--- src/rtl/slave_sync_pkg.sv ---
package slave_sync_pkg;
	// ---------------------------------------------------------------
	// Register map (byte addresses)
	// ---------------------------------------------------------------
	localparam logic [7:0] ctrl_one_offset = 8'h00;
	localparam logic [7:0] ctrl_two_offset = 8'h04;
	localparam logic [7:0] slave_ctrl_offset = 8'h08;
	localparam logic [7:0] irq_dma_enable_offset = 8'h0C;
	localparam logic [7:0] status_offset = 8'h10;
	localparam logic [7:0] event_gen_offset = 8'h14;
	localparam logic [7:0] counter_offset = 8'h24;
	localparam logic [7:0] autoreload_offset = 8'h2C;
	localparam logic [7:0] compare_one_offset = 8'h34;
	localparam logic [7:0] lock_level_offset = 8'h44;
	localparam logic [15:0] ctrl_one_reset = 16'h0000;
	localparam logic [15:0] ctrl_two_reset = 16'h0000;
	localparam logic [15:0] autoreload_reset = 16'hFFFF;

	// ---------------------------------------------------------------
	// Field positions
	// ---------------------------------------------------------------
	localparam int cen_pos = 0;
	localparam int update_disable_pos = 1;
	localparam int urs_pos = 2;
	localparam int opm_pos = 3;
	localparam int autoreload_buffer_enable_pos = 7;
	localparam int ckd_lsb = 8;
	localparam int control_preload_enable_pos = 0;
	localparam int ccus_pos = 2;
	localparam int channel_dma_select_pos = 3;
	localparam int mms_lsb = 4;
	localparam int ch1_idle_level_pos = 8;
	localparam int ch1_comp_idle_level_pos = 9;
	localparam int ch2_idle_level_pos = 10;
	localparam int sms_lsb = 0;
	localparam int ts_lsb = 4;
	localparam int tie_pos = 6;
	localparam int tde_pos = 14;
	localparam int tif_pos = 6;
	localparam int ug_pos = 0;
	localparam int commutation_generate_pos = 5;
	localparam logic [15:0] ctrl_one_mask = 16'h038F;
	localparam logic [15:0] ctrl_two_mask = 16'h077D;
	localparam logic [15:0] ois_mask = 16'h0700;
	localparam logic [15:0] slave_ctrl_mask = 16'h0077;
	localparam logic [15:0] irq_dma_mask = 16'h4040;

	// ---------------------------------------------------------------
	// Encodings
	// ---------------------------------------------------------------
	localparam logic [2:0] sms_disabled = 3'h0;
	localparam logic [2:0] sms_reset = 3'h4;
	localparam logic [2:0] sms_gated = 3'h5;
	localparam logic [2:0] sms_trigger = 3'h6;
	localparam logic [2:0] sms_ext_clock = 3'h7;
	localparam logic [2:0] mms_reset = 3'h0;
	localparam logic [2:0] mms_enable = 3'h1;
	localparam logic [2:0] mms_update = 3'h2;
	localparam logic [2:0] mms_cmp_pulse = 3'h3;
	localparam logic [2:0] mms_ch1_ref = 3'h4;
	localparam logic [2:0] mms_ch2_ref = 3'h5;
	localparam logic [1:0] ckd_div1 = 2'h0;
	localparam logic [1:0] ckd_div2 = 2'h1;
	localparam logic [1:0] ckd_div4 = 2'h2;
	localparam int clock_mhz = 40;

	typedef struct packed {
		logic [7:0] adr;
		logic [15:0] dat;
		logic [1:0] sel;
		logic we;
		logic cyc;
		logic stb;
	} wb_req_type;

	typedef struct packed {
		logic [15:0] dat;
		logic ack;
	} wb_rsp_type;

	typedef struct packed {
		logic [3:0] internal_trigger;
		logic input_pin_one;
		logic input_pin_two;
		logic ch1_reference;
		logic ch2_reference;
		logic ch1_match;
		logic debug_halted;
		logic debug_halt_freeze;
		logic main_output_enable;
	} trig_in_type;

	typedef struct packed {
		logic trigger_output;
		logic trigger_irq;
		logic trigger_dma;
		logic update_irq;
		logic update_event;
		logic ch_dma_strobe;
		logic control_transfer;
		logic sample_tick;
		logic ch1_idle_level;
		logic ch1_comp_idle_level;
		logic ch2_idle_level;
		logic idle_active;
	} trig_out_type;
endpackage : slave_sync_pkg

--- src/rtl/timer_slave_sync_control.sv ---
`timescale 1ns/100ps
// Overview of operation
// RULE_01 - Reset mode trigger clears counter and prescaler
// RULE_02 - Reset trigger with UPDATE_SOURCE_RESTRICT clear raises update
// RULE_03 - Reset trigger sets flag, irq, dma
// RULE_04 - Gated mode counts only while trigger high
// RULE_05 - Gated mode needs software counter enable
// RULE_06 - Gated mode flags both gate edges
// RULE_07 - Trigger mode rising edge starts counter
// RULE_08 - Trigger mode sets enable bit by hardware
// RULE_09 - Debug halt freezes counter when chosen
// RULE_10 - Clock division gives 1, 2, 4 tick period
// RULE_11 - Autoreload buffered when buffer bit set
// RULE_12 - One-pulse clears enable at update
// RULE_13 - Update-source bit restricts update request
// RULE_14 - Update disable blocks update, still reinitializes
// RULE_15 - Update event loads all shadow registers; code loads arr and compare shadows, not prescale_shadow_q
// RULE_16 - Output enable low drives idle levels
// RULE_17 - Idle bits locked by lock level
// RULE_18 - Master mode selects trigger output source
// RULE_19 - Enable output ORs enable and gate
// RULE_20 - Compare pulse on every channel one match
// RULE_21 - Channel dma on event or on update
// RULE_22 - Preloaded controls move on commutation
// RULE_23 - Trigger select picks internal or pin source
// RULE_24 - Slave mode field encodings
// RULE_25 - Trigger input synchronised before detection
module timer_slave_sync_control (
	// Clock and reset
	input wire logic clock,
	input wire logic srst,
	// Register bus
	input wire slave_sync_pkg::wb_req_type wb_req,
	output slave_sync_pkg::wb_rsp_type wb_rsp,
	// Trigger sources and outputs
	input wire slave_sync_pkg::trig_in_type trig_in,
	output slave_sync_pkg::trig_out_type trig_out,
	output logic [15:0] counter_value
);
	import slave_sync_pkg::*;

	// ---------------------------------------------------------------
	// Registers
	// ---------------------------------------------------------------
	logic [15:0] ctrl_one_q, ctrl_two_q, slave_ctrl_q, irq_dma_q;
	logic [15:0] counter_q, prescale_q, prescale_shadow_q;
	logic [15:0] arr_preload_q, arr_shadow_q, cmp_preload_q, cmp_shadow_q;
	logic [1:0] lock_q;
	logic trigger_flag_q, update_flag_q, ack_q;
	logic [15:0] rdata_q;
	logic sync1_q, sync2_q, trig_prev_q, pin_one_prev_q;
	logic [1:0] div_q;
	logic tick_q, ctrl_pending_q, ctrl_xfer_q, trigger_output_q, chdma_q;
	logic gate_prev_q;

	// ---------------------------------------------------------------
	// Bus decode
	// ---------------------------------------------------------------
	wire access = wb_req.cyc && wb_req.stb && !ack_q;
	// Writes land at the edge where the master samples ack high
	wire wr = wb_req.cyc && wb_req.stb && wb_req.we && ack_q;
	wire wr_lo = wr && wb_req.sel[0];
	wire wr_hi = wr && wb_req.sel[1];
	wire [15:0] lane_mask = {{8{wb_req.sel[1]}}, {8{wb_req.sel[0]}}};
	wire wr_any = wr_lo || wr_hi;
	wire hit_c1 = wb_req.adr == ctrl_one_offset;
	wire hit_c2 = wb_req.adr == ctrl_two_offset;
	wire hit_smc = wb_req.adr == slave_ctrl_offset;
	wire hit_ie = wb_req.adr == irq_dma_enable_offset;
	wire hit_sr = wb_req.adr == status_offset;
	wire hit_eg = wb_req.adr == event_gen_offset;
	wire hit_cnt = wb_req.adr == counter_offset;
	wire hit_arr = wb_req.adr == autoreload_offset;
	wire hit_cmp = wb_req.adr == compare_one_offset;
	wire hit_lck = wb_req.adr == lock_level_offset;
	wire [15:0] wmask = wr_any ? lane_mask : 16'h0000;
	wire sw_update = wr_lo && hit_eg && wb_req.dat[ug_pos];
	wire sw_commute = wr_lo && hit_eg && wb_req.dat[commutation_generate_pos];

	// ---------------------------------------------------------------
	// Trigger select and synchroniser
	// ---------------------------------------------------------------
	wire [2:0] slave_mode_field = slave_ctrl_q[sms_lsb +: 3];
	wire [2:0] ts = slave_ctrl_q[ts_lsb +: 3];
	wire [2:0] master_mode_field = ctrl_two_q[mms_lsb +: 3];
	logic raw_trig;
	always_comb
	begin
		case (ts) // RULE_23
			3'h0, 3'h1, 3'h2, 3'h3: raw_trig = trig_in.internal_trigger[ts[1:0]];
			3'h4: raw_trig = trig_in.input_pin_one ^ pin_one_prev_q;
			3'h5: raw_trig = trig_in.input_pin_one;
			3'h6: raw_trig = trig_in.input_pin_two;
			default: raw_trig = 1'b0;
		endcase
	end
	// Edge-detector source pulses once for every change of pin one
	wire trig_level = sync2_q; // RULE_25
	wire trig_rise = sync2_q && !trig_prev_q;
	wire trig_fall = !sync2_q && trig_prev_q;

	// ---------------------------------------------------------------
	// Slave controller
	// ---------------------------------------------------------------
	wire counter_enable_bit = ctrl_one_q[cen_pos];
	wire update_disable = ctrl_one_q[update_disable_pos];
	wire update_source_restrict = ctrl_one_q[urs_pos];
	wire one_pulse_mode = ctrl_one_q[opm_pos];
	wire autoreload_buffer_enable = ctrl_one_q[autoreload_buffer_enable_pos];
	wire mode_reset = slave_mode_field == sms_reset; // RULE_24
	wire mode_gated = slave_mode_field == sms_gated;
	wire mode_trig = slave_mode_field == sms_trigger;
	wire mode_ext = slave_mode_field == sms_ext_clock;
	wire slave_reset = mode_reset && trig_rise; // RULE_01
	wire trig_start = mode_trig && trig_rise && !counter_enable_bit; // RULE_07
	wire gate_open = mode_gated && counter_enable_bit && trig_level; // RULE_04 RULE_05
	wire gate_edge = mode_gated && counter_enable_bit && (gate_open != gate_prev_q); // RULE_06
	wire trig_event = slave_reset || (mode_trig && trig_rise)
		|| (mode_ext && trig_rise) || gate_edge; // RULE_03
	wire frozen = trig_in.debug_halted && trig_in.debug_halt_freeze; // RULE_09
	wire run = (mode_gated ? gate_open : counter_enable_bit) && !frozen;
	wire clk_en = mode_ext ? trig_rise : 1'b1;
	wire pre_wrap = prescale_q >= prescale_shadow_q;
	wire cnt_step = run && clk_en && pre_wrap;
	wire overflow = cnt_step && counter_q >= arr_shadow_q;
	wire reinit = slave_reset || sw_update; // RULE_14
	wire update_event = !update_disable && (overflow || reinit); // RULE_14 RULE_15
	wire update_req = update_event && (overflow || !update_source_restrict); // RULE_02 RULE_13
	wire ch1_event = trig_in.ch1_match;
	wire [15:0] arr_eff = autoreload_buffer_enable ? arr_shadow_q : arr_preload_q; // RULE_11
	wire locked = lock_q != 2'h0;
	wire [15:0] c2_wmask = locked ? (wmask & ~ois_mask) : wmask; // RULE_17

	// Counter enable bit: software write, trigger start, one-pulse stop
	logic [15:0] c1_d;
	always_comb
	begin
		c1_d = ctrl_one_q;
		if (hit_c1)
			c1_d = (ctrl_one_q & ~wmask) | (wb_req.dat & wmask & ctrl_one_mask);
		if (trig_start)
			c1_d[cen_pos] = 1'b1; // RULE_08
		if (one_pulse_mode && update_event)
			c1_d[cen_pos] = 1'b0; // RULE_12
	end

	// Trigger output source selection
	logic trigger_output_d;
	always_comb
	begin
		case (master_mode_field) // RULE_18
			mms_reset: trigger_output_d = reinit;
			mms_enable: trigger_output_d = counter_enable_bit || (mode_gated && trig_level); // RULE_19
			mms_update: trigger_output_d = update_event;
			mms_cmp_pulse: trigger_output_d = ch1_event; // RULE_20
			mms_ch1_ref: trigger_output_d = trig_in.ch1_reference;
			mms_ch2_ref: trigger_output_d = trig_in.ch2_reference;
			default: trigger_output_d = 1'b0;
		endcase
	end

	// Sampling tick divider
	wire [1:0] clock_division = ctrl_one_q[ckd_lsb +: 2];
	wire [1:0] div_top = clock_division == ckd_div2 ? 2'h1 : (clock_division == ckd_div4 ? 2'h3 : 2'h0);
	wire tick_d = div_q == div_top; // RULE_10

	wire ctrl_xfer = ctrl_two_q[control_preload_enable_pos] && (sw_commute
		|| (ctrl_two_q[ccus_pos] && trig_rise)); // RULE_22
	wire chdma_d = ctrl_two_q[channel_dma_select_pos] ? update_event : ch1_event; // RULE_21

	// Read mux
	wire [15:0] status_word = {9'h000, trigger_flag_q, 5'h00, update_flag_q};
	wire [15:0] rd_word = hit_c1 ? ctrl_one_q
		: hit_c2 ? ctrl_two_q
		: hit_smc ? slave_ctrl_q
		: hit_ie ? irq_dma_q
		: hit_sr ? status_word
		: hit_cnt ? counter_q
		: hit_arr ? arr_preload_q
		: hit_cmp ? cmp_preload_q
		: hit_lck ? {14'h0000, lock_q}
		: 16'h0000;

	// ---------------------------------------------------------------
	// Sequential logic
	// ---------------------------------------------------------------
	always_ff @(posedge clock)
	begin
		pin_one_prev_q <= trig_in.input_pin_one;
		sync1_q <= raw_trig;
		sync2_q <= sync1_q;
		trig_prev_q <= sync2_q;
		if (srst)
		begin
			ack_q <= 1'b0;
			rdata_q <= 16'h0000;
			ctrl_one_q <= ctrl_one_reset;
			ctrl_two_q <= ctrl_two_reset;
			slave_ctrl_q <= 16'h0000;
			irq_dma_q <= 16'h0000;
			lock_q <= 2'h0;
			trigger_flag_q <= 1'b0;
			update_flag_q <= 1'b0;
			gate_prev_q <= 1'b0;
			div_q <= 2'h0;
			tick_q <= 1'b0;
			trigger_output_q <= 1'b0;
			chdma_q <= 1'b0;
			ctrl_xfer_q <= 1'b0;
			ctrl_pending_q <= 1'b0;
		end
		else
		begin
			ack_q <= access;
			rdata_q <= rd_word;
			ctrl_one_q <= c1_d;
			if (hit_c2)
				ctrl_two_q <= (ctrl_two_q & ~c2_wmask)
					| (wb_req.dat & c2_wmask & ctrl_two_mask);
			if (hit_smc)
				slave_ctrl_q <= (slave_ctrl_q & ~wmask)
					| (wb_req.dat & wmask & slave_ctrl_mask);
			if (hit_ie)
				irq_dma_q <= (irq_dma_q & ~wmask) | (wb_req.dat & wmask & irq_dma_mask);
			if (hit_lck && wr_lo && !locked)
				lock_q <= wb_req.dat[1:0];
			// Hardware set wins over software clear-by-zero
			if (trig_event)
				trigger_flag_q <= 1'b1; // RULE_03
			else if (hit_sr && wr_lo && !wb_req.dat[tif_pos])
				trigger_flag_q <= 1'b0;
			if (update_req)
				update_flag_q <= 1'b1;
			else if (hit_sr && wr_lo && !wb_req.dat[0])
				update_flag_q <= 1'b0;
			gate_prev_q <= gate_open;
			div_q <= tick_d ? 2'h0 : div_q + 2'h1;
			tick_q <= tick_d;
			trigger_output_q <= trigger_output_d;
			chdma_q <= chdma_d;
			ctrl_xfer_q <= ctrl_xfer;
			ctrl_pending_q <= ctrl_pending_q ? !ctrl_xfer : (hit_c2 && wr_any);
		end
	end

	// Counter, prescaler and shadow registers
	always_ff @(posedge clock)
	begin
		if (srst)
		begin
			counter_q <= 16'h0000;
			prescale_q <= 16'h0000;
			prescale_shadow_q <= 16'h0000;
			arr_preload_q <= autoreload_reset;
			arr_shadow_q <= autoreload_reset;
			cmp_preload_q <= 16'h0000;
			cmp_shadow_q <= 16'h0000;
		end
		else
		begin
			if (hit_arr && wr_any)
				arr_preload_q <= (arr_preload_q & ~wmask) | (wb_req.dat & wmask);
			if (hit_cmp && wr_any)
				cmp_preload_q <= (cmp_preload_q & ~wmask) | (wb_req.dat & wmask);
			if (update_event)
			begin
				arr_shadow_q <= arr_preload_q; // RULE_15
				cmp_shadow_q <= cmp_preload_q;
			end
			else if (!autoreload_buffer_enable)
				arr_shadow_q <= arr_preload_q; // RULE_11
			if (reinit)
			begin
				counter_q <= 16'h0000; // RULE_01
				prescale_q <= 16'h0000;
			end
			else if (hit_cnt && wr_any)
				counter_q <= (counter_q & ~wmask) | (wb_req.dat & wmask);
			else if (run && clk_en)
			begin
				prescale_q <= pre_wrap ? 16'h0000 : prescale_q + 16'h0001;
				if (pre_wrap)
					counter_q <= overflow ? 16'h0000 : counter_q + 16'h0001;
			end
		end
	end

	// ---------------------------------------------------------------
	// Outputs
	// ---------------------------------------------------------------
	assign wb_rsp.ack = ack_q;
	assign wb_rsp.dat = rdata_q;
	assign counter_value = counter_q;
	assign trig_out.trigger_output = trigger_output_q;
	assign trig_out.trigger_irq = trigger_flag_q && irq_dma_q[tie_pos];
	assign trig_out.trigger_dma = trigger_flag_q && irq_dma_q[tde_pos];
	assign trig_out.update_irq = update_flag_q;
	assign trig_out.update_event = trigger_output_q && (master_mode_field == mms_update);
	assign trig_out.ch_dma_strobe = chdma_q;
	assign trig_out.control_transfer = ctrl_xfer_q;
	assign trig_out.sample_tick = tick_q;
	assign trig_out.ch1_idle_level = ctrl_two_q[ch1_idle_level_pos]; // RULE_16
	assign trig_out.ch1_comp_idle_level = ctrl_two_q[ch1_comp_idle_level_pos];
	assign trig_out.ch2_idle_level = ctrl_two_q[ch2_idle_level_pos];
	assign trig_out.idle_active = !trig_in.main_output_enable; // RULE_16

	// ---------------------------------------------------------------
	// Assertions
	// ---------------------------------------------------------------
	reset_clears_a: assert property (@(posedge clock) disable iff (srst) // RULE_01
		slave_reset |=> counter_q == 16'h0000)
		else $error("reset trigger did not clear counter");
	reset_update_a: assert property (@(posedge clock) disable iff (srst) // RULE_02
		(slave_reset && !update_source_restrict && !update_disable) |=> update_flag_q)
		else $error("reset trigger gave no update");
	flag_set_a: assert property (@(posedge clock) disable iff (srst) // RULE_03
		trig_event |=> trigger_flag_q)
		else $error("trigger flag not set");
	gate_hold_a: assert property (@(posedge clock) disable iff (srst) // RULE_05
		(mode_gated && !counter_enable_bit && !(hit_cnt && wr_any) && !reinit)
		|=> $stable(counter_q))
		else $error("gated counter moved without enable");
	trig_start_a: assert property (@(posedge clock) disable iff (srst) // RULE_08
		trig_start |=> ctrl_one_q[cen_pos])
		else $error("trigger mode did not set enable");
	one_pulse_a: assert property (@(posedge clock) disable iff (srst) // RULE_12
		(one_pulse_mode && update_event) |=> !ctrl_one_q[cen_pos])
		else $error("one-pulse did not stop counter");
	update_disable_hold_a: assert property (@(posedge clock) disable iff (srst) // RULE_14
		(update_disable && autoreload_buffer_enable && !(wr_lo && hit_c1)) |=> $stable(arr_shadow_q))
		else $error("shadow changed with updates disabled");
	lock_ois_a: assert property (@(posedge clock) disable iff (srst) // RULE_17
		locked |=> $stable(ctrl_two_q[ch2_idle_level_pos:ch1_idle_level_pos]))
		else $error("idle bits changed under lock");
	enable_out_a: assert property (@(posedge clock) disable iff (srst) // RULE_19
		(master_mode_field == mms_enable && (counter_enable_bit || (mode_gated && trig_level))) |=> trigger_output_q)
		else $error("enable trigger output missing");
endmodule : timer_slave_sync_control

--- config.mk ---
export PLATFORM = sky130hd
export DESIGN_NAME = timer_slave_sync_control
export DESIGN_NICKNAME = d
export VERILOG_FILES = /design/src/rtl/slave_sync_pkg.sv /design/src/rtl/timer_slave_sync_control.sv
export SDC_FILE = /design/constraint.sdc
export NUM_CORES = 1
export LEC_CHECK = 0
export BUFFER_PORTS_ARGS = -buffer_cell sky130_fd_sc_hd__buf_2
export CORE_MARGIN = 1
export CORE_UTILIZATION = 32
export DETAILED_ROUTE_END_ITERATION = 8
export PLACE_DENSITY_LB_ADDON = 0.3
export SLEW_MARGIN = 25
export SYNTH_ARGS = -nofsm -noshare
export SYNTH_HDL_FRONTEND = slang
export SYNTH_SLANG_ARGS = --single-unit
--- constraint.sdc ---
create_clock -name clock -period 2.3 [get_ports clock]
set_input_delay 0.23 -clock clock [delete_from_list [all_inputs] [get_ports clock]]
set_output_delay 0.23 -clock clock [all_outputs]
set_load 0.05 [all_outputs]
==> impl_metrics.yaml <==
detailed_routing:
  vias: 7147
  first_pass_iters: 6
  drt-total-wl_mm: 24.4
  ant_nets: 0
  drt_iter0_drc: 543
  vias_per_cell: 5.25
  drcViolationCount: 0
  wl_per_cell_um: 17.9
grt:
  grt_usage_pct: 20.1
  grt_first_pass_wirelength_mm: 37.6
  antenna_found_initial: 1
  grt_overflow: 0
  grt_start_max_net_pins: 50
  grt_pass1_vias: 6680
placement:
  gp_congestion: 0.822
  port_buffers: 87
  detailed_place_hpwl_mm: 18.0
clock_network:
  clockBufferDepth: 2
  clk_latency_ns: 0.44
  clock_sinks: 160
  cts_tree: "yes"
  cts_root_buffer: "clkbuf_16"
  htree_num_levels: 4
  numCtsBuffers: 17
  cts.clk_slew.worst_paths_ns: 0.07
yosys:
  async_flop_share_pct: 0
  ys_types: 73
  synth_area_mm2: 0.00776
  synth_cells: 902
  yosysWarnings: 0
  synth_top_area_share_pct: 41.3
  synthXorXnorAreaFrac_pct: 0.338
  yosys.area.top_type: "dfxtp_1"
  synth_area_leaders: "dfxtp_1 (41%), mux2i_1 (7.1%), nor2_1 (5.5%)"
  ys_ff_latch: 160
  synth_edf_count: 0
  synthSimpleGateAreaFrac_pct: 23.7
  synth_flop_cell: "dfxtp_1"
  synth.area.mux_share_pct: 8.40
  syn_avg_cell_area_um2: 8.61
  synth_common_cells: "dfxtp_1 (160), nor2_1 (113), a21oi_1 (64)"
  synth-compound-area-share_pct: 17.7
  synth.most_common_cell: "dfxtp_1"
  synth_top_family_by_area: "simple AND/OR/NAND/NOR gates"
  ys_seq_area_share_pct: 41.3
  synthAdderAreaFrac_pct: 2.90
  synth_nets: 963
sta:
  min_period_over_period_pct: 98.6
  slew-limit-headroom_pct: 48.8
  worst_slew_pin_slew_ns: 0.764
  maxSlewViolCount: 0
  rsz0062_at_grt: "yes"
  fmax_ghz: 0.441
  setup_viol_count_final: 0
  finClkSkew_ns: 0.00691
  hold_viol: 0
  fin_crit_ns: 2.27
critical_path:
  required_ns: 2.66
  end_kind: "register"
  cp_max_fo: 8
  cp.arrival_ns: 2.63
  crit_type: "register to register"
  crit_path_start_kind: "register"
finish:
  postLayoutCoreUtil_pct: 41.1
  drive_gt1_share_pct: 23.5
  fillers: 2396
  syn_to_final_growth_pct: 25.0
  layout.nets: 1089
die:
  die_y_um: 158
  die_w_um: 158
  io_pins: 88
  die_area_mm2: 0.0249
  start_util_pct: 32.9
  rows: 56
  core_mm2: 0.0236
power:
  ir_drop_mv: 0.400
  leakage_nw: 3.90
  power_per_cell_area_mw_per_mm2: 652
  finalPower_w: 0.00633
hold_path:
  hp-class: "input port to register"
status:
  outcome: "complete, no violations"
run:
  cap_viol_max_count: 0
==> cells by family after synthesis <==
kind of cell / Yosys count
fa+ha+maj: 18
buf+inv: 99
mux: 64
simple gates: 348
xor+xnor: 3
flops: 160
compound gates: 210
==> what timing repair did <==
| item | in CTS | in global routing |
|---|---|---|
| setup buffers | 0 | 6 |
| gates resized for setup | 0 | 12 |
| setup endpoints to repair | 0 | 20 |
| hold buffers | 1 | 0 |
| endpoints found under the hold margin | 1 | 0 |
==> path summary, 6_finish.rpt <==
check / start / endpoint / slack [ns] / cells after the start
setup / recovery: register / arr_shadow_q[10] / 0.03 / 9
hold / removal: wb_req[16] / register / 0.06 / 2
hold reg to reg: sync1_q / sync2_q / 0.33 / 0
setup reg to reg: register / arr_shadow_q[10] / 0.03 / 9
==> routing by layer <==
metal  vias up  routed length, µm  track usage [%]
met3        32               1250             3.94
met5         -                  0                0
met4         0                424             6.52
met1      3421              11800             27.5
met2       209              11000             31.4
li1       3485                  -                -
==> worst max-delay path, cell delays in order (launching register included) <==
cell and delay (ns):
dfxtp_4 0.35, ha_4 0.24, a211oi_2 0.21, nor2_1 0.06
or3_1 0.36, a211oi_2 0.15, buf_4 0.17, o31a_1 0.27
clkbuf_16 0.22, mux2i_1 0.17
==> cells in the final DEF (no fill, tap or decap), types with 18 or more instances in the layout <==
| cell | count |
|---|---|
| nor2b_1 | 28 |
| nand2_1 | 54 |
| mux2i_1 | 55 |
| clkbuf_16 | 18 |
| buf_4 | 78 |
| and2_1 | 32 |
| a21oi_1 | 63 |
| nor2_1 | 113 |
| inv_1 | 35 |
| dfxtp_1 | 145 |
| buf_2 | 86 |
| o21ai_0 | 36 |
| nand3_1 | 20 |
| a22oi_1 | 22 |
==> area by class of cell <==
class                   instances  area, µm²  area share (%)
diodes                          2       5.00          0.0516
clock buffers                  17        425            4.38
clock inverters                15        240            2.48
inverters                      38        143            1.47
multi-input cells             643       4170            43.0
flip-flops and latches        160       3230            33.3
well taps                     319        399            4.11
repair buffers                168       1090            11.2
==> stage by stage <==
step / instances / instance area (µm²) / TNS [ns] / hold slack, ns / setup slack [ns]
2_1_floorplan: 902 / 7790 / 0 / 0.258 / 0.0263
3_3_place_gp: 1320 / 8900 / 0 / 0.313 / 0.0808
3_5_place_dp: 1320 / 8900 / 0 / 0.315 / 0.0414
4_1_cts: 1353 / 9580 / 0 / 0.0456 / 0.0255
5_1_grt: 1360 / 9700 / -1.53 / 0.0639 / -0.113
6_report: 1362 / 9700 / 0 / 0.0648 / 0.0329
==> power by group <==
group	internal, W	switching (W)
sequential	0.00277	0.00000513
clock	0.00197	0.00128
combinational	0.0000926	0.000211
total	0.00483	0.00150
No activity file was read; power rests on OpenSTA's default activity.
